## src/core/scb_pkg.sv

```systemverilog
// Constants, types and helpers for the system control register bank.
// Assumes a single core_clk domain and an AHB-Lite master in front.
//
// Notes on behaviour
// - enable A bit 3 passes the PWM event flag as an interrupt request.
// - enable A bit 2 with any of three capture flags raises capture request.
// - enable A bit 1 with any pin flag raises the pin request.
// - enable A bit 0 with I2C event or timeout flag raises I2C request.
// - enable B bit 2 forwards the wake timer flag.
// - enable B bit 1 forwards the timer 3 overflow flag.
// - enable B bit 0 with second UART tx or rx done raises its request.
// - trigger with bad address, bad command or locked block sets fault bit 6.
// - erase or program below brown-out with guard, detect on, reset off faults.
// - fault flag stays set until software writes it to zero.
// - chip control bit 0 enables self-programming and the fast oscillator.
// - boot select bit 1 picks application flash at 0, loader flash at 1.
// - port 2 bits 7 to 1 always read zero.
// - port 2 bit 0 shows its pin only when reset pin disable config is 0.
// - software reset sets auxiliary bit 7.
// - external reset pin sets auxiliary bit 6.
// - program counter overrun resets the device and sets auxiliary bit 5.
// - in debug mode with reset allow 0, overrun only sets the flag.
// - auxiliary bit 3 is a plain user flag.
// - swap bit 2 exchanges UART0 receive and transmit pins at once.
// - programming trigger clears itself on completion and always reads 0.
package scb_pkg;
  // register indexes; byte address is four times the index
  localparam logic [7:0] IDX_ENABLE_A = 8'h9B;
  localparam logic [7:0] IDX_ENABLE_B = 8'h9C;
  localparam logic [7:0] IDX_CHIP_CONTROL = 8'h9F;
  localparam logic [7:0] IDX_PORT2 = 8'hA0;
  localparam logic [7:0] IDX_AUX = 8'hA2;
  localparam logic [7:0] IDX_PROG_TRIGGER = 8'hA4;
  // enable A fields
  localparam int BIT_PWM_EN = 3;
  localparam int BIT_CAP_EN = 2;
  localparam int BIT_PIN_EN = 1;
  localparam int BIT_I2C_EN = 0;
  // enable B fields
  localparam int BIT_WKT_EN = 2;
  localparam int BIT_T3_EN = 1;
  localparam int BIT_UART1_EN = 0;
  localparam logic [7:0] ENABLE_B_MASK = 8'h07;
  // chip control fields
  localparam int BIT_SOFT_RESET = 7;
  localparam int BIT_PROG_FAULT = 6;
  localparam int BIT_BOOT_SEL = 1;
  localparam int BIT_PROG_ENABLE = 0;
  // auxiliary fields
  localparam int BIT_SOFT_RST_FLAG = 7;
  localparam int BIT_PIN_RST_FLAG = 6;
  localparam int BIT_OVERRUN_FLAG = 5;
  localparam int BIT_USER_FLAG2 = 3;
  localparam int BIT_UART0_SWAP = 2;
  // trigger field
  localparam int BIT_PROG_TRIGGER = 0;
  // reset values
  localparam logic [7:0] RESET_ENABLE = 8'h00;
  localparam logic [7:0] RESET_CHIP_CONTROL = 8'h00;
  localparam logic [7:0] RESET_AUX = 8'h00;
  localparam logic [1:0] HTRANS_NONSEQ = 2'b10;

  typedef enum logic [1:0] {
    BUS_IDLE = 2'b01,
    BUS_RDWAIT = 2'b10
  } scb_bus_state_t;

  // request is enable gated by any flag set
  function automatic logic scb_gate(input logic en, input logic [7:0] flags);
    scb_gate = en & (|flags);
  endfunction
endpackage : scb_pkg

```

## src/core/scb_irq_gate.sv

```systemverilog
// Interrupt request gating for the peripheral enables.
// Assumes flags arrive synchronous to core_clk from their peripherals.
module scb_irq_gate
  import scb_pkg::*;
(
  input wire logic core_clk,
  input wire logic srst,
  input wire logic [7:0] enable_a,
  input wire logic [7:0] enable_b,
  input wire logic pwm_event_flag,
  input wire logic [2:0] capture_flags,
  input wire logic [7:0] pin_flag_register,
  input wire logic i2c_event_flag,
  input wire logic i2c_timeout_flag,
  input wire logic wake_timer_flag,
  input wire logic timer3_overflow_flag,
  input wire logic uart1_tx_done_flag,
  input wire logic uart1_rx_done_flag,
  output logic [6:0] irq_req
);
  // one registered request per source, recomputed every cycle
  always_ff @(posedge core_clk)
  begin
    if (srst)
    begin
      irq_req <= 7'h00;
    end
    else
    begin
      irq_req[0] <= scb_gate(enable_a[BIT_PWM_EN], {7'h00, pwm_event_flag});
      irq_req[1] <= scb_gate(enable_a[BIT_CAP_EN], {5'h00, capture_flags});
      irq_req[2] <= scb_gate(enable_a[BIT_PIN_EN], pin_flag_register);
      irq_req[3] <= scb_gate(enable_a[BIT_I2C_EN],
        {6'h00, i2c_timeout_flag, i2c_event_flag});
      irq_req[4] <= scb_gate(enable_b[BIT_WKT_EN], {7'h00, wake_timer_flag});
      irq_req[5] <= scb_gate(enable_b[BIT_T3_EN],
        {7'h00, timer3_overflow_flag});
      irq_req[6] <= scb_gate(enable_b[BIT_UART1_EN],
        {6'h00, uart1_rx_done_flag, uart1_tx_done_flag});
    end
  end

  property p_capture_req;
    @(posedge core_clk) disable iff (srst)
    enable_a[BIT_CAP_EN] && (|capture_flags) |=> irq_req[1];
  endproperty
  a_capture_req: assert property (p_capture_req)
    else $error("capture request missing");

  property p_pwm_blocked;
    @(posedge core_clk) disable iff (srst)
    !enable_a[BIT_PWM_EN] |=> !irq_req[0];
  endproperty
  a_pwm_blocked: assert property (p_pwm_blocked)
    else $error("pwm request not blocked");

  property p_uart1_req;
    @(posedge core_clk) disable iff (srst)
    ##1 irq_req[6] == $past(enable_b[BIT_UART1_EN]
      && (uart1_tx_done_flag || uart1_rx_done_flag));
  endproperty
  a_uart1_req: assert property (p_uart1_req)
    else $error("uart1 request wrong");
endmodule // scb_irq_gate

```

## src/core/scb_prog_check.sv

```systemverilog
// Fault detection for self-programming requests.
// Assumes the sequencer reports range, command and lock checks as levels.
module scb_prog_check
  import scb_pkg::*;
(
  input wire logic core_clk,
  input wire logic srst,
  input wire logic prog_start,
  input wire logic prog_addr_oversize,
  input wire logic prog_cmd_invalid,
  input wire logic prog_block_locked,
  input wire logic prog_erase_active,
  input wire logic below_brownout,
  input wire logic brownout_prog_guard,
  input wire logic brownout_detect_enable,
  input wire logic brownout_reset_enable,
  output logic fault_set
);
  logic bad_request;
  logic brownout_hazard;

  // request checks only count in the trigger cycle
  assign bad_request = prog_start
    && (prog_addr_oversize || prog_cmd_invalid || prog_block_locked);
  // with brown-out reset off, a low supply would corrupt flash silently
  assign brownout_hazard = prog_erase_active && below_brownout
    && brownout_prog_guard && brownout_detect_enable
    && !brownout_reset_enable;

  // registered set pulse toward the fault flag; stays high while the brown-out hazard lasts
  always_ff @(posedge core_clk)
  begin
    if (srst)
    begin
      fault_set <= 1'b0;
    end
    else
    begin
      fault_set <= bad_request || brownout_hazard;
    end
  end

  property p_brownout_fault;
    @(posedge core_clk) disable iff (srst)
    prog_erase_active && below_brownout && brownout_prog_guard
      && brownout_detect_enable && !brownout_reset_enable |=> fault_set;
  endproperty
  a_brownout_fault: assert property (p_brownout_fault)
    else $error("brown-out fault not raised");

  property p_no_spurious_fault;
    @(posedge core_clk) disable iff (srst)
    !prog_start && !prog_erase_active |=> !fault_set;
  endproperty
  a_no_spurious_fault: assert property (p_no_spurious_fault)
    else $error("fault raised with no cause");
endmodule // scb_prog_check

```

## src/core/scb_bank.sv

```systemverilog
// System control register bank behind an AHB-Lite slave port.
// Assumes a single master, word-sized single transfers, hready = hreadyout.
module scb_bank
  import scb_pkg::*;
(
  input wire logic core_clk,
  input wire logic srst,
  input wire logic hsel,
  input wire logic [31:0] haddr,
  input wire logic [1:0] htrans,
  input wire logic hwrite,
  input wire logic [2:0] hsize,
  input wire logic [31:0] hwdata,
  input wire logic hready,
  output logic hreadyout,
  output logic hresp,
  output logic [31:0] hrdata,
  input wire logic pwm_event_flag,
  input wire logic [2:0] capture_flags,
  input wire logic [7:0] pin_flag_register,
  input wire logic i2c_event_flag,
  input wire logic i2c_timeout_flag,
  input wire logic wake_timer_flag,
  input wire logic timer3_overflow_flag,
  input wire logic uart1_tx_done_flag,
  input wire logic uart1_rx_done_flag,
  output logic [6:0] irq_req,
  input wire logic prog_addr_oversize,
  input wire logic prog_cmd_invalid,
  input wire logic prog_block_locked,
  input wire logic prog_done,
  input wire logic prog_erase_active,
  input wire logic below_brownout,
  input wire logic brownout_prog_guard,
  input wire logic brownout_detect_enable,
  input wire logic brownout_reset_enable,
  output logic prog_trigger,
  output logic fast_internal_osc_on,
  output logic boot_from_loader,
  output logic soft_reset_req,
  input wire logic port2_bit0,
  input wire logic reset_pin_disable_cfg,
  input wire logic soft_reset_event,
  input wire logic pin_reset_event,
  input wire logic pc_overrun,
  input wire logic on_chip_debug_mode,
  input wire logic debug_reset_allow,
  output logic overrun_reset_req,
  input wire logic uart0_txd,
  input wire logic p06_in,
  input wire logic p07_in,
  output logic uart0_rxd,
  output logic p06_out,
  output logic p07_out,
  output logic p06_oe,
  output logic p07_oe
);
  ////////////////////////////////////////////////////////////////////////////
  // storage and bus state
  logic [7:0] peripheral_int_enable_a;
  logic [7:0] peripheral_int_enable_b;
  logic [7:0] chip_control;
  logic [7:0] reset_source_aux;
  scb_bus_state_t bus_state;
  logic wr_pend;
  logic [7:0] wr_idx;
  logic [7:0] rd_idx;
  logic rd_ok;
  logic wr_ok;
  logic addr_take;
  logic addr_mapped;
  logic [7:0] next_chip_control;
  logic [7:0] next_aux;
  logic [7:0] wdata;
  logic fault_set;
  logic prog_start;
  logic hrdata_load;

  ////////////////////////////////////////////////////////////////////////////
  // address decode
  assign addr_take = hsel && (htrans == HTRANS_NONSEQ) && hready;
  // only the low ten address bits carry registers; the rest must be zero
  assign addr_mapped = (haddr[31:10] == 22'h000000) && (haddr[1:0] == 2'b00);
  assign wdata = hwdata[7:0];

  // write strobe in the data phase of an accepted write
  function automatic logic wr_hit(input logic [7:0] idx);
    wr_hit = wr_pend && wr_ok && (wr_idx == idx);
  endfunction

  // read value of one register, narrow data in the low byte
  function automatic logic [7:0] reg_value(input logic [7:0] idx);
    unique case (idx)
      IDX_ENABLE_A: reg_value = peripheral_int_enable_a;
      IDX_ENABLE_B: reg_value = peripheral_int_enable_b & ENABLE_B_MASK;
      // soft reset bit is write-only
      IDX_CHIP_CONTROL: reg_value = {1'b0, chip_control[6:0]};
      IDX_PORT2: reg_value = {7'h00, port2_bit0 & !reset_pin_disable_cfg};
      IDX_AUX: reg_value = {reset_source_aux[7:2], 2'b00};
      IDX_PROG_TRIGGER: reg_value = 8'h00;
      default: reg_value = 8'h00;
    endcase
  endfunction

  ////////////////////////////////////////////////////////////////////////////
  // bus handshake: writes with no wait, reads with one wait state
  always_ff @(posedge core_clk)
  begin
    if (srst)
    begin
      bus_state <= BUS_IDLE;
      hreadyout <= 1'b1;
      wr_pend <= 1'b0;
      wr_idx <= 8'h00;
      wr_ok <= 1'b0;
      rd_idx <= 8'h00;
      rd_ok <= 1'b0;
    end
    else
    begin
      unique case (bus_state)
        BUS_IDLE:
        begin
          wr_pend <= addr_take && hwrite;
          wr_idx <= haddr[9:2];
          wr_ok <= addr_mapped;
          if (addr_take && !hwrite)
          begin
            // wait state lets a preceding write land before the read mux
            rd_idx <= haddr[9:2];
            rd_ok <= addr_mapped;
            bus_state <= BUS_RDWAIT;
            hreadyout <= 1'b0;
          end
        end
        BUS_RDWAIT:
        begin
          wr_pend <= 1'b0;
          bus_state <= BUS_IDLE;
          hreadyout <= 1'b1;
        end
      endcase
    end
  end

  assign hrdata_load = (bus_state == BUS_RDWAIT);

  // read data, zero for unmapped addresses
  always_ff @(posedge core_clk)
  begin
    if (srst)
    begin
      hrdata <= 32'h00000000;
    end
    else if (hrdata_load)
    begin
      hrdata <= rd_ok ? {24'h000000, reg_value(rd_idx)} : 32'h00000000;
    end
  end

  // the response is always okay
  always_ff @(posedge core_clk)
  begin
    if (srst)
    begin
      hresp <= 1'b0;
    end
    else
    begin
      hresp <= 1'b0;
    end
  end

  ////////////////////////////////////////////////////////////////////////////
  // interrupt enables; upper bits of A are kept for other peripherals
  always_ff @(posedge core_clk)
  begin
    if (srst)
    begin
      peripheral_int_enable_a <= RESET_ENABLE;
      peripheral_int_enable_b <= RESET_ENABLE;
    end
    else
    begin
      if (wr_hit(IDX_ENABLE_A))
      begin
        peripheral_int_enable_a <= wdata;
      end
      if (wr_hit(IDX_ENABLE_B))
      begin
        peripheral_int_enable_b <= wdata & ENABLE_B_MASK;
      end
    end
  end

  scb_irq_gate u_irq_gate (
    .core_clk(core_clk),
    .srst(srst),
    .enable_a(peripheral_int_enable_a),
    .enable_b(peripheral_int_enable_b),
    .pwm_event_flag(pwm_event_flag),
    .capture_flags(capture_flags),
    .pin_flag_register(pin_flag_register),
    .i2c_event_flag(i2c_event_flag),
    .i2c_timeout_flag(i2c_timeout_flag),
    .wake_timer_flag(wake_timer_flag),
    .timer3_overflow_flag(timer3_overflow_flag),
    .uart1_tx_done_flag(uart1_tx_done_flag),
    .uart1_rx_done_flag(uart1_rx_done_flag),
    .irq_req(irq_req)
  );

  ////////////////////////////////////////////////////////////////////////////
  // chip control: fault flag, boot select, programming enable
  always_comb
  begin
    next_chip_control = chip_control;
    next_chip_control[BIT_SOFT_RESET] = 1'b0;
    if (wr_hit(IDX_CHIP_CONTROL))
    begin
      next_chip_control[BIT_BOOT_SEL] = wdata[BIT_BOOT_SEL];
      next_chip_control[BIT_PROG_ENABLE] = wdata[BIT_PROG_ENABLE];
      // writing zero clears the fault; writing one leaves it alone
      if (!wdata[BIT_PROG_FAULT])
      begin
        next_chip_control[BIT_PROG_FAULT] = 1'b0;
      end
    end
    // a new fault wins over a clear in the same cycle
    if (fault_set)
    begin
      next_chip_control[BIT_PROG_FAULT] = 1'b1;
    end
  end

  always_ff @(posedge core_clk)
  begin
    if (srst)
    begin
      chip_control <= RESET_CHIP_CONTROL;
    end
    else
    begin
      chip_control <= next_chip_control;
    end
  end

  // control outputs, each from its own flop
  always_ff @(posedge core_clk)
  begin
    if (srst)
    begin
      fast_internal_osc_on <= 1'b0;
      boot_from_loader <= 1'b0;
      soft_reset_req <= 1'b0;
    end
    else
    begin
      // oscillator follows the enable; it stops only when software clears it
      fast_internal_osc_on <= chip_control[BIT_PROG_ENABLE];
      boot_from_loader <= chip_control[BIT_BOOT_SEL];
      soft_reset_req <= wr_hit(IDX_CHIP_CONTROL) && wdata[BIT_SOFT_RESET];
    end
  end

  ////////////////////////////////////////////////////////////////////////////
  // programming trigger: accepted only while programming is enabled
  assign prog_start = wr_hit(IDX_PROG_TRIGGER) && wdata[BIT_PROG_TRIGGER]
    && chip_control[BIT_PROG_ENABLE] && !prog_trigger;

  always_ff @(posedge core_clk)
  begin
    if (srst)
    begin
      prog_trigger <= 1'b0;
    end
    else if (prog_start)
    begin
      prog_trigger <= 1'b1;
    end
    else if (prog_done)
    begin
      prog_trigger <= 1'b0;
    end
  end

  scb_prog_check u_prog_check (
    .core_clk(core_clk),
    .srst(srst),
    .prog_start(prog_start),
    .prog_addr_oversize(prog_addr_oversize),
    .prog_cmd_invalid(prog_cmd_invalid),
    .prog_block_locked(prog_block_locked),
    .prog_erase_active(prog_erase_active),
    .below_brownout(below_brownout),
    .brownout_prog_guard(brownout_prog_guard),
    .brownout_detect_enable(brownout_detect_enable),
    .brownout_reset_enable(brownout_reset_enable),
    .fault_set(fault_set)
  );

  ////////////////////////////////////////////////////////////////////////////
  // auxiliary: reset cause flags, user flag, uart0 swap
  always_comb
  begin
    next_aux = reset_source_aux;
    if (wr_hit(IDX_AUX))
    begin
      next_aux = {wdata[7:5], 1'b0, wdata[BIT_USER_FLAG2],
        wdata[BIT_UART0_SWAP], 2'b00};
    end
    // hardware sets win over a software write in the same cycle
    if (soft_reset_event)
    begin
      next_aux[BIT_SOFT_RST_FLAG] = 1'b1;
    end
    if (pin_reset_event)
    begin
      next_aux[BIT_PIN_RST_FLAG] = 1'b1;
    end
    if (pc_overrun)
    begin
      next_aux[BIT_OVERRUN_FLAG] = 1'b1;
    end
  end

  always_ff @(posedge core_clk)
  begin
    if (srst)
    begin
      reset_source_aux <= RESET_AUX;
    end
    else
    begin
      reset_source_aux <= next_aux;
    end
  end

  // overrun reset is held off while a debugger owns the core and debug reset is not allowed
  always_ff @(posedge core_clk)
  begin
    if (srst)
    begin
      overrun_reset_req <= 1'b0;
    end
    else
    begin
      overrun_reset_req <= pc_overrun
        && !(on_chip_debug_mode && !debug_reset_allow);
    end
  end

  // pin swap takes effect at once; a mid-frame swap corrupts the frame
  always_ff @(posedge core_clk)
  begin
    if (srst)
    begin
      uart0_rxd <= 1'b1;
      p06_out <= 1'b1;
      p07_out <= 1'b1;
      p06_oe <= 1'b0;
      p07_oe <= 1'b0;
    end
    else
    begin
      uart0_rxd <= next_aux[BIT_UART0_SWAP] ? p06_in : p07_in;
      p06_out <= uart0_txd;
      p07_out <= uart0_txd;
      p06_oe <= !next_aux[BIT_UART0_SWAP];
      p07_oe <= next_aux[BIT_UART0_SWAP];
    end
  end

  ////////////////////////////////////////////////////////////////////////////
  // checks
  property p_fault_set;
    @(posedge core_clk) disable iff (srst)
    fault_set |=> chip_control[BIT_PROG_FAULT];
  endproperty
  a_fault_set: assert property (p_fault_set)
    else $error("fault flag not set");

  property p_fault_sticky;
    @(posedge core_clk) disable iff (srst)
    chip_control[BIT_PROG_FAULT]
      && !(wr_pend && wr_ok && (wr_idx == IDX_CHIP_CONTROL))
      |=> chip_control[BIT_PROG_FAULT];
  endproperty
  a_fault_sticky: assert property (p_fault_sticky)
    else $error("fault flag cleared by hardware");

  property p_osc_follows;
    @(posedge core_clk) disable iff (srst)
    $rose(chip_control[BIT_PROG_ENABLE]) |=> fast_internal_osc_on [*2];
  endproperty
  a_osc_follows: assert property (p_osc_follows)
    else $error("oscillator not on with programming enabled");

  property p_boot_sel;
    @(posedge core_clk) disable iff (srst)
    ##1 boot_from_loader == $past(chip_control[BIT_BOOT_SEL]);
  endproperty
  a_boot_sel: assert property (p_boot_sel)
    else $error("boot select mismatch");

  property p_port2_read;
    @(posedge core_clk) disable iff (srst)
    hrdata_load && rd_ok && (rd_idx == IDX_PORT2) |=> (hrdata[31:1] == 0)
      && (hrdata[0] == $past(port2_bit0 && !reset_pin_disable_cfg));
  endproperty
  a_port2_read: assert property (p_port2_read)
    else $error("port 2 read value wrong");

  property p_overrun_flag;
    @(posedge core_clk) disable iff (srst)
    pc_overrun |=> reset_source_aux[BIT_OVERRUN_FLAG];
  endproperty
  a_overrun_flag: assert property (p_overrun_flag)
    else $error("overrun flag not set");

  property p_overrun_debug;
    @(posedge core_clk) disable iff (srst)
    pc_overrun && on_chip_debug_mode && !debug_reset_allow
      |=> !overrun_reset_req;
  endproperty
  a_overrun_debug: assert property (p_overrun_debug)
    else $error("overrun reset not suppressed in debug");

  property p_swap_rx;
    @(posedge core_clk) disable iff (srst)
    reset_source_aux[BIT_UART0_SWAP]
      && !(wr_pend && wr_ok && (wr_idx == IDX_AUX))
      |=> uart0_rxd == $past(p06_in) && p07_oe;
  endproperty
  a_swap_rx: assert property (p_swap_rx)
    else $error("uart0 swap routing wrong");

  property p_trigger_done;
    @(posedge core_clk) disable iff (srst)
    prog_trigger && prog_done |=> !prog_trigger;
  endproperty
  a_trigger_done: assert property (p_trigger_done)
    else $error("trigger did not clear");
endmodule // scb_bank

```

## config.mk

```make
export PLATFORM = sky130hd
export DESIGN_NAME = scb_bank
export DESIGN_NICKNAME = d
export VERILOG_FILES = /design/src/core/scb_pkg.sv /design/src/core/scb_irq_gate.sv /design/src/core/scb_prog_check.sv /design/src/core/scb_bank.sv
export SDC_FILE = /design/constraint.sdc
export NUM_CORES = 1
export LEC_CHECK = 0
export ABC_AREA = 1
export BUFFER_PORTS_ARGS = -buffer_cell sky130_fd_sc_hd__buf_4
export CAP_MARGIN = 10
export CELL_PAD_IN_SITES_DETAIL_PLACEMENT = 2
export CELL_PAD_IN_SITES_GLOBAL_PLACEMENT = 2
export CORE_AREA = 4 4 177 93
export DETAILED_ROUTE_END_ITERATION = 6
export DIE_AREA = 0 0 181 97
export PLACE_DENSITY = 0.8
export SYNTH_ARGS = -nofsm -noshare
export SYNTH_HDL_FRONTEND = slang
export SYNTH_SLANG_ARGS = --single-unit
```

## constraint.sdc

```tcl
create_clock -name core_clk -period 1.1 [get_ports core_clk]
set_input_delay 0.22 -clock core_clk [delete_from_list [all_inputs] [get_ports core_clk]]
set_output_delay 0.22 -clock core_clk [all_outputs]
set_load 0.01 [all_outputs]
```

==> run_results.csv, run 1 <==
group,metric,value,unit
hold_path,hold_class,"in2reg",
cells_and_area,antennaDiodeCount,0,
logic_synthesis,syn_inst,403,
cells_and_area,nFillCells,1669,
timing,min_period,1380,ps
routing,route.detailed.drc,0,
floorplanning,die-area,17600,um2
timing,max_freq,0.726,GHz
clocking,cts-root-buf,"clkbuf_16",
run_status,violations,"negative setup slack",
clocking,htreeDepth,3,
timing,finalHoldViolations,0,
routing,via_count,3351,
global_route,grt_max_degree,30,
critical_path,worst-path-max-fanout,3,
run,cap_violations,0,
floorplanning,num_rows,32,
clocking,ctsHoldBuffers,0,
floorplanning,coreArea,15000,um2
logic_synthesis,synth_area_leaders,"dfxtp_1 44%, nand2_1 9.5%, buf_4 6.9%",
routing,wl_per_cell,19.1,um
routing,drtAntennaViolNets,0,
clocking,clk_latency,340,ps
logic_synthesis,synth_top_family_by_area,"simple AND/OR/NAND/NOR gates",
timing,setup_violations,35,
critical_path,crit_required,1380,ps
power,peakVddDrop,0.651,mV
logic_synthesis,yosys.area.top_type,"dfxtp_1",
global_route,grt_pass1_wl,20.9,mm
cells_and_area,drive_gt1_share,60.5,%
floorplanning,die_x,181,um
critical_path,crit_type,"reg2reg",
logic_synthesis,netlist_area,2930,um2
cells_and_area,layout.nets,686,
critical_path,critPathCaptureType,"flip-flop",
cells_and_area,utilization,36.3,%
clocking,clk_pin_slew,60,ps
run_status,status,"finished with violations",
logic_synthesis,synth-simple-area-share,29.1,%
logic_synthesis,synth_top_area_share,43.7,%
placement,dp_cells,755,
routing,vias_per_cell,4.27,
cells_and_area,instances_no_fill,784,
placement,io_buffers,109,
logic_synthesis,ys_ff_latch,64,
timing,finClkSkew,7.68,ps
logic_synthesis,ys_types,26,
logic_synthesis,synth_area_per_cell,7.27,um2
logic_synthesis,yosysWarnings,0,
critical_path,worstPathArrival,1660,ps
routing,drt_iter0_drc,85,
logic_synthesis,synth_compound_area_share,12.5,%
placement,place_congestion,0.788,
timing,rsz0062_at_grt,"true",
clocking,cts_sinks,64,
floorplanning,ios,162,
logic_synthesis,synthMuxAreaShare,0,%
placement,hpwl,10.0,mm
timing,setup_tns,-6610,ps
critical_path,cp-startpoint,"wr_idx[1]",
floorplanning,die_y,97,um
routing,first_pass_iters,4,
clocking,tritoncts,"built",
critical_path,cp-start-kind,"flip-flop",
hold_path,hold_path_startpoint,"on_chip_debug_mode",
global_route,gr-total-overflow,0,
logic_synthesis,synth-seq-area-share,43.7,%
global_route,antenna_found_initial,0,
cells_and_area,area_growth,86.1,%
clocking,numCtsBuffers,9,
critical_path,rr_startpoint,"wr_idx[1]",
logic_synthesis,synth_xor_area_share,0,%
logic_synthesis,synthAdderAreaFrac,0,%
timing,setup_ws,-277,ps
timing,timing.final.crit_share,125,%
power,p_leak,0.00235,uW
power,powerDensity,1180,nW/um2
global_route,grtUsageTotal,15.3,%
clocking,clockBufferDepth,2,
floorplanning,initial_core_util,19.5,%
routing,routed_wl,15.0,mm
timing,slew_violations,0,
global_route,first_global_vias,3720,
[state kept, by name, indices dropped and copies added, names as in the netlist, 2 cells and up]
signal,count
bus_state,2
chip_control,3
hrdata,8
peripheral_int_enable_a,8
peripheral_int_enable_b,3
rd_idx,8
reset_source_aux,4
u_irq_gate.irq_req,7
wr_idx,8
[through the flow]
step	cell area [um2]	worst slack, ps	hold WS [ps]	total power (uW)
detailed placement	4260	-323	421	3300
global route	5450	-336	69.7	6740
CTS	4970	-186	54.0	6320
floorplan	3030	-5.20	318	2850
global placement	4260	-200	406	3240
finish	5450	-277	69.2	6460
[worst max-delay path, cell delays in order (launching register included)]
cell and delay, ps:
dfxtp_2 350, inv_1 110, nand4_1 200, buf_4 210
buf_6 110, inv_4 60, nand4_1 130, a21oi_2 150
[cell usage in the layout, fill, tap and decap left out, drive strengths merged]
master	count
a21oi	35
clkbuf	14
nand2	81
nor2	50
or3	1
buf	172
dfxtp	64
nor3	7
a211oi	1
or2	2
o41ai	1
o21ai	35
nor4	4
clkinv	2
nand4	6
inv	48
nand3	32
conb	25
[final timing paths]
| check | endpoint | slack, ps | depth (start not counted) |
|---|---|---|---|
| setup / recovery | u_prog_check.fault_set | -280 | 7 |
| hold / removal | overrun_reset_req | 70 | 2 |
| setup reg to reg | u_prog_check.fault_set | -280 | 7 |
| hold reg to reg | hrdata[3] | 460 | 2 |
[synth_stat cells, drive strengths merged]
cell type  number
inv            48
o41ai           1
o21ai          35
nor4            4
nor3            7
nand4           6
a211oi          1
clkbuf          4
dfxtp          64
a21oi          35
conb            1
or3             1
nand3          32
or2             2
nand2          81
nor2           50
buf            31
[final cells by class]
cell class | instances | area [um2] | area share, %
clock buffers | 14 | 294 | 5.39
clock inverters | 2 | 10.0 | 0.184
inverters | 48 | 200 | 3.67
multi-input cells | 280 | 1910 | 35.0
flip-flops and latches | 64 | 1330 | 24.3
well taps | 204 | 255 | 4.68
repair buffers | 172 | 1460 | 26.7
[power by group]
part           internal [uW]  switching (uW)  leakage [uW]  total (uW)
Combinational            491             553       0.00166        1040
Sequential              2410            89.3      0.000531        2500
Clock                   1830            1090      0.000155        2910
Total                   4730            1730       0.00235        6460
[routing by layer]
layer  GRT usage [%]  vias up  share of wire [%]
li1                -     1597                  -
met1            19.2     1626                 43
met2            25.1      101                 49
met3            5.07       27                5.2
met4            4.50        0                2.5
met5               0        -                  0
[repair_timing]
action / in CTS / in global routing
setup buffers: 12 / 5
gates resized for setup: 114 / 124
pin swaps: 29 / 31
endpoints found under the setup margin: 47 / 51
[kinds of logic after synthesis]
| kind of cell | Yosys count |
|---|---|
| simple gates | 183 |
| buf+inv | 83 |
| compound gates | 72 |
| flops | 64 |
| other cells | 1 |
Power figures use the tool's default switching activity.
==> run 2: changes to the inputs <==
--- a/config.mk
+++ b/config.mk
@@ -13,7 +13,8 @@
 export CORE_AREA = 4 4 177 93
 export DETAILED_ROUTE_END_ITERATION = 6
 export DIE_AREA = 0 0 181 97
-export PLACE_DENSITY = 0.8
+export PLACE_DENSITY = 0.81
 export SYNTH_ARGS = -nofsm -noshare
 export SYNTH_HDL_FRONTEND = slang
+export SYNTH_HIERARCHICAL = 1
 export SYNTH_SLANG_ARGS = --single-unit
==> run_results.csv, run 2 <==
group,metric,value,unit
run_status,status,"finished with violations",
run_status,violations,"negative setup slack",
logic_synthesis,yosysWarnings,6,
floorplanning,die_y,97,um
routing,wl_per_cell,19.0,um
cells_and_area,final_area,5480,um2
routing,first_pass_iters,4,
cells_and_area,instances_no_fill,798,
clocking,ctsHoldBuffers,0,
cells_and_area,final_common_cell,"buf_4",
routing,vias_per_cell,4.25,
clocking,numCtsBuffers,9,
logic_synthesis,syn_inst,415,
placement,post-place-ws,-420,ps
critical_path,critPathCaptureType,"flip-flop",
run,cap_violations,0,
logic_synthesis,synth-seq-area-share,43.7,%
logic_synthesis,netlist_area,2930,um2
placement,place_area,4220,um2
timing,whs,64.7,ps
cells_and_area,layout_common_cells,"147 x buf_4, 53 x nand2_1, 52 x nor2_1, 44 x dfxtp_1, 27 x inv_1",
critical_path,reg2reg_depth,6,
logic_synthesis,yosys.cell_count.top_type,"nand2_1",
placement,hpwl,10.6,mm
cells_and_area,layout.nets,701,
clocking,cts_sinks,64,
timing,setup_violations,42,
clocking,clk_latency,340,ps
floorplanning,ios,162,
global_route,grt_max_degree,26,
hold_path,holdPathStages,2,
routing,routed_wl,15.2,mm
routing,route.detailed.drc,0,
timing,min_period,1370,ps
timing,max_freq,0.728,GHz
floorplanning,coreArea,15000,um2
cells_and_area,utilization,36.5,%
logic_synthesis,ys_ff_latch,64,
floorplanning,num_rows,32,
power,peakVddDrop,0.571,mV
timing,rsz0062_at_grt,"true",
hold_path,hold_class,"in2reg",
logic_synthesis,synth_common_cells,"80 x nand2_1, 75 x nor2_1, 64 x dfxtp_1",
placement,io_buffers,109,
logic_synthesis,async_reset_ff_share,0,%
cells_and_area,antennaDiodeCount,0,
routing,drtAntennaViolNets,0,
timing,finClkSkew,6.01,ps
routing,via_count,3393,
timing,slew_violations,0,
global_route,antenna_found_initial,0,
clocking,tritoncts,"built",
global_route,first_global_vias,3831,
logic_synthesis,synth_ff_type,"dfxtp_1",
clocking,clockBufferDepth,2,
floorplanning,initial_core_util,19.5,%
floorplanning,die-area,17600,um2
placement,place_congestion,0.836,
floorplanning,die_x,181,um
logic_synthesis,synth_area_per_cell,7.06,um2
critical_path,cp-start-kind,"flip-flop",
clocking,htreeDepth,3,
power,p_leak,0.00236,uW
timing,setup_ws,-274,ps
global_route,grtUsageTotal,15.8,%
routing,drt_iter0_drc,121,
power,powerDensity,1170,nW/um2
placement,dp_cells,758,
critical_path,crit_required,1380,ps
logic_synthesis,yosys.area.top_type,"dfxtp_1",
cells_and_area,nFillCells,1680,
timing,finalHoldViolations,0,
logic_synthesis,ys_types,26,
global_route,grt_pass1_wl,21.5,mm
global_route,gr-total-overflow,0,
clocking,cts-root-buf,"clkbuf_16",
timing,timing.final.crit_share,125,%
logic_synthesis,synth_top_area_share,43.7,%
cells_and_area,drive_gt1_share,57.6,%
critical_path,worst-path-max-fanout,5,
critical_path,worstPathArrival,1650,ps
critical_path,crit_type,"reg2reg",
cells_and_area,area_growth,86.9,%
logic_synthesis,synth_area_leaders,"dfxtp_1 44%, nand2_1 10%, nor2_1 9.6%",
clocking,clk_pin_slew,60,ps
logic_synthesis,synth_edf_count,0,
-- run 2: changes by cell type in the layout (fill, tap and decap cells not counted), moves of 4 or more --
cell and delta:
nor2_1 +25, a21oi_2 -11, buf_4 +5, buf_6 -5, clkbuf_8 -5, nor2_2 +5, o21ai_1 -5, dfxtp_2 -4
inv_2 -4, nand4_1 +4, o21ai_4 +4
-- run 2: what timing repair did --
action	in CTS	in global routing
gates resized for setup	116	121
setup buffers	12	9
pin swaps	29	36
setup endpoints to repair	52	54
cloned	3	1
-- run 2: kinds of logic after synthesis --
| logic type | synth area share (%) |
|---|---|
| simple gates | 32.4 |
| compound gates | 10.3 |
| other cells | 0.128 |
| buf+inv | 13.5 |
| flops | 43.7 |
-- run 2: area by class of cell --
type,instances,area [um2],area share [%]
Multi-Input combinational cell,303,2010,36.7
Tap cell,204,255,4.66
Clock inverter,4,22.5,0.411
Sequential cell,64,1330,24.3
Clock buffer,11,233,4.25
Inverter,40,165,3.02
Timing Repair Buffer,172,1460,26.6
-- run 2: layer usage --
layer / part of all wire (%) / vias to the layer above / track usage, %
met4: 0.79 / 0 / 2.59
met5: 0 / - / 0
met1: 46 / 1652 / 22.0
li1: - / 1635 / -
met3: 5.6 / 12 / 4.51
met2: 48 / 94 / 24.8
-- run 2: per-stage QoR --
| step | TNS, ps | power, uW |
|---|---|---|
| 3_5_place_dp | -8590 | 3380 |
| 3_3_place_gp | -4330 | 3320 |
| 4_1_cts | -4530 | 6150 |
| 2_1_floorplan | -61.1 | 2900 |
| 5_1_grt | -8970 | 6680 |
| 6_report | -6400 | 6400 |
-- run 2: power by group --
part,total (uW),internal (uW),switching (uW),leakage (uW)
sequential,2530,2410,116,0.000531
combinational,1310,619,688,0.00171
clock,2570,1500,1070,0.000125
-- run 2: path summary, 6_finish.rpt --
path                  start  slack, ps                         end
setup reg to reg  wr_idx[0]       -270  peripheral_int_enable_a[3]
setup / recovery  wr_idx[0]       -270  peripheral_int_enable_a[3]
hold reg to reg   hrdata[0]        450                   hrdata[0]
hold / removal    uart0_txd         60                     p07_out
-- run 2: worst max-delay path: stages, from the launching register on --
cell,delay (ps)
dfxtp_4,400
inv_4,60
nor3_4,300
buf_4,180
and3_4,230
nor2_2,50
nor2_1,100
==> run 3: changes to the inputs <==
--- a/config.mk
+++ b/config.mk
@@ -10,10 +10,10 @@
 export CAP_MARGIN = 10
 export CELL_PAD_IN_SITES_DETAIL_PLACEMENT = 2
 export CELL_PAD_IN_SITES_GLOBAL_PLACEMENT = 2
-export CORE_AREA = 4 4 177 93
+export CORE_AREA = 4 4 127 129
 export DETAILED_ROUTE_END_ITERATION = 6
-export DIE_AREA = 0 0 181 97
-export PLACE_DENSITY = 0.81
+export DIE_AREA = 0 0 131 133
+export PLACE_DENSITY = 0.8
 export SYNTH_ARGS = -nofsm -noshare
 export SYNTH_HDL_FRONTEND = slang
 export SYNTH_HIERARCHICAL = 1
==> run_results.csv, run 3 (synthesized netlist as in run 2, its figures left out) <==
group,metric,value,unit
run_status,status,"finished with violations",
run_status,violations,"negative setup slack",
floorplanning,coreArea,15000,um2
routing,routed_wl,15.2,mm
cells_and_area,final_area,5180,um2
routing,drt_iter0_drc,157,
critical_path,worstPathArrival,1600,ps
critical_path,crit_slowest_cell,"dfxtp_2",
cells_and_area,layout_common_cells,"142 x buf_4, 58 x nor2_1, 50 x nand2_1, 44 x dfxtp_1",
clocking,clk_pin_slew,60,ps
cells_and_area,final_common_cell,"buf_4",
power,sequentialPowerShare,39.8,%
timing,setup_violations,49,
power,p_sw_share,28.0,%
critical_path,worst-path-max-fanout,7,
floorplanning,initial_core_util,19.5,%
timing,slew_violations,0,
floorplanning,num_rows,45,
routing,route.detailed.drc,0,
critical_path,cp-start-kind,"flip-flop",
global_route,grt_max_degree,35,
timing,max_freq,0.733,GHz
power,peakVddDrop,0.670,mV
clocking,numCtsBuffers,9,
power,intPower,4570,uW
timing,timing.final.crit_share,124,%
power,powerDensity,1230,nW/um2
timing,setup_ws,-265,ps
cells_and_area,area_growth,76.8,%
cells_and_area,antennaDiodeCount,0,
routing,drtAntennaViolNets,0,
hold_path,hold_class,"in2reg",
critical_path,reg2reg_depth,7,
cells_and_area,drive_gt1_share,52.5,%
run,cap_violations,0,
timing,finClkSkew,6.54,ps
clocking,cts_sinks,64,
global_route,first_global_vias,3824,
cells_and_area,nFillCells,1655,
hold_path,holdPathStages,2,
floorplanning,die-area,17400,um2
floorplanning,die_y,133,um
floorplanning,die_x,131,um
critical_path,reg2reg_to,"peripheral_int_enable_a[6]",
cells_and_area,layout.nets,692,
placement,hpwl,9.33,mm
routing,first_pass_iters,4,
critical_path,cpPeakStageDelay,310,ps
placement,io_buffers,109,
timing,rsz0062_at_grt,"true",
power,fin_total_pwr,6350,uW
critical_path,crit_type,"reg2reg",
cells_and_area,utilization,34.4,%
timing,whs,56.3,ps
routing,wl_per_cell,19.6,um
clocking,clk_latency,340,ps
clocking,ctsHoldBuffers,0,
global_route,grtUsageTotal,15.2,%
global_route,gr-total-overflow,0,
critical_path,crit_chain,"inv_2 > nand2_4 > nor2_4 > and3_4 > nand2_2 > nand2_1 > nor2_1",
power,clkPwrFrac,42.8,%
placement,place_congestion,0.777,
clocking,tritoncts,"built",
clocking,cts-root-buf,"clkbuf_16",
critical_path,rr_startpoint,"wr_idx[6]",
power,p_comb_share,17.4,%
placement,place_area,4150,um2
floorplanning,ios,162,
critical_path,crit_required,1330,ps
global_route,antenna_found_initial,0,
timing,finalHoldViolations,0,
hold_path,hold_path_startpoint,"on_chip_debug_mode",
timing,min_period,1370,ps
power,p_leak,0.00232,uW
global_route,grt_pass1_wl,20.4,mm
critical_path,cp_top_family,"simple AND/OR/NAND/NOR gates",
critical_path,path_buf_inv,1,
critical_path,ff2ff_setup_slack,-270,ps
clocking,htreeDepth,3,
routing,via_count,3434,
routing,vias_per_cell,4.44,
hold_path,min_to,"overrun_reset_req",
power,p_sw,1780,uW
critical_path,critPathCaptureType,"flip-flop",
clocking,clockBufferDepth,2,
## run 3: per-layer routing
metal / up-vias / routed length, um / part of all wire [%] / GRT usage (%)
met5: - / 0 / 0 / 0
met4: 0 / 446 / 2.9 / 5.09
met3: 32 / 572 / 3.8 / 3.39
met2: 88 / 8500 / 56 / 28.4
met1: 1698 / 5640 / 37 / 16.6
li1: 1616 / - / - / -
## run 3: how the worst max path moves through the flow
stage / end / slack [ps] / cells past startpoint / start
3_3_place_gp: u_prog_check/fault_set / -160 / 7 / wr_idx[2]
4_1_cts: peripheral_int_enable_a[7] / -170 / 6 / wr_idx[0]
2_1_floorplan: peripheral_int_enable_a[6] / -30 / 7 / wr_idx[0]
5_1_grt: peripheral_int_enable_a[6] / -320 / 6 / wr_idx[3]
6_report: peripheral_int_enable_a[6] / -270 / 7 / wr_idx[6]
3_5_place_dp: peripheral_int_enable_b[2] / -290 / 6 / wr_ok
## run 3: power by group through the flow
stage / Sequential [uW] / Clock [uW] / Combinational, uW
final: 2530 / 2720 / 1100
after global placement: 2510 / 0 / 775
after global routing: 2540 / 2870 / 1180
after CTS: 2480 / 2700 / 900
after detailed placement: 2520 / 0 / 812
after floorplan: 2510 / 0 / 391
## run 3: final cells by class
type | count | area, um2 | share of cell area, %
multi-input combinational | 302 | 1800 | 34.8
timing repair buffer | 164 | 1370 | 26.5
sequential | 64 | 1330 | 25.6
clock buffer | 12 | 256 | 4.95
tap | 188 | 235 | 4.54
inverter | 40 | 165 | 3.19
clock inverter | 3 | 17.5 | 0.338
## run 3: timing repair
action / in CTS / in global routing
pin swaps: 23 / 43
buffers inserted: 7 / 14
setup endpoints to repair: 43 / 56
endpoints found under the hold margin: 0 / 0
gates resized for setup: 73 / 107
cloned: 2 / 0
## run 3: stage by stage
step / TNS, ps / setup WS [ps] / cells
2_1_floorplan: -61.1 / -30.6 / 439
5_1_grt: -9400 / -321 / 773
4_1_cts: -4260 / -170 / 761
6_report: -5780 / -265 / 773
3_3_place_gp: -3690 / -161 / 737
3_5_place_dp: -6750 / -291 / 737
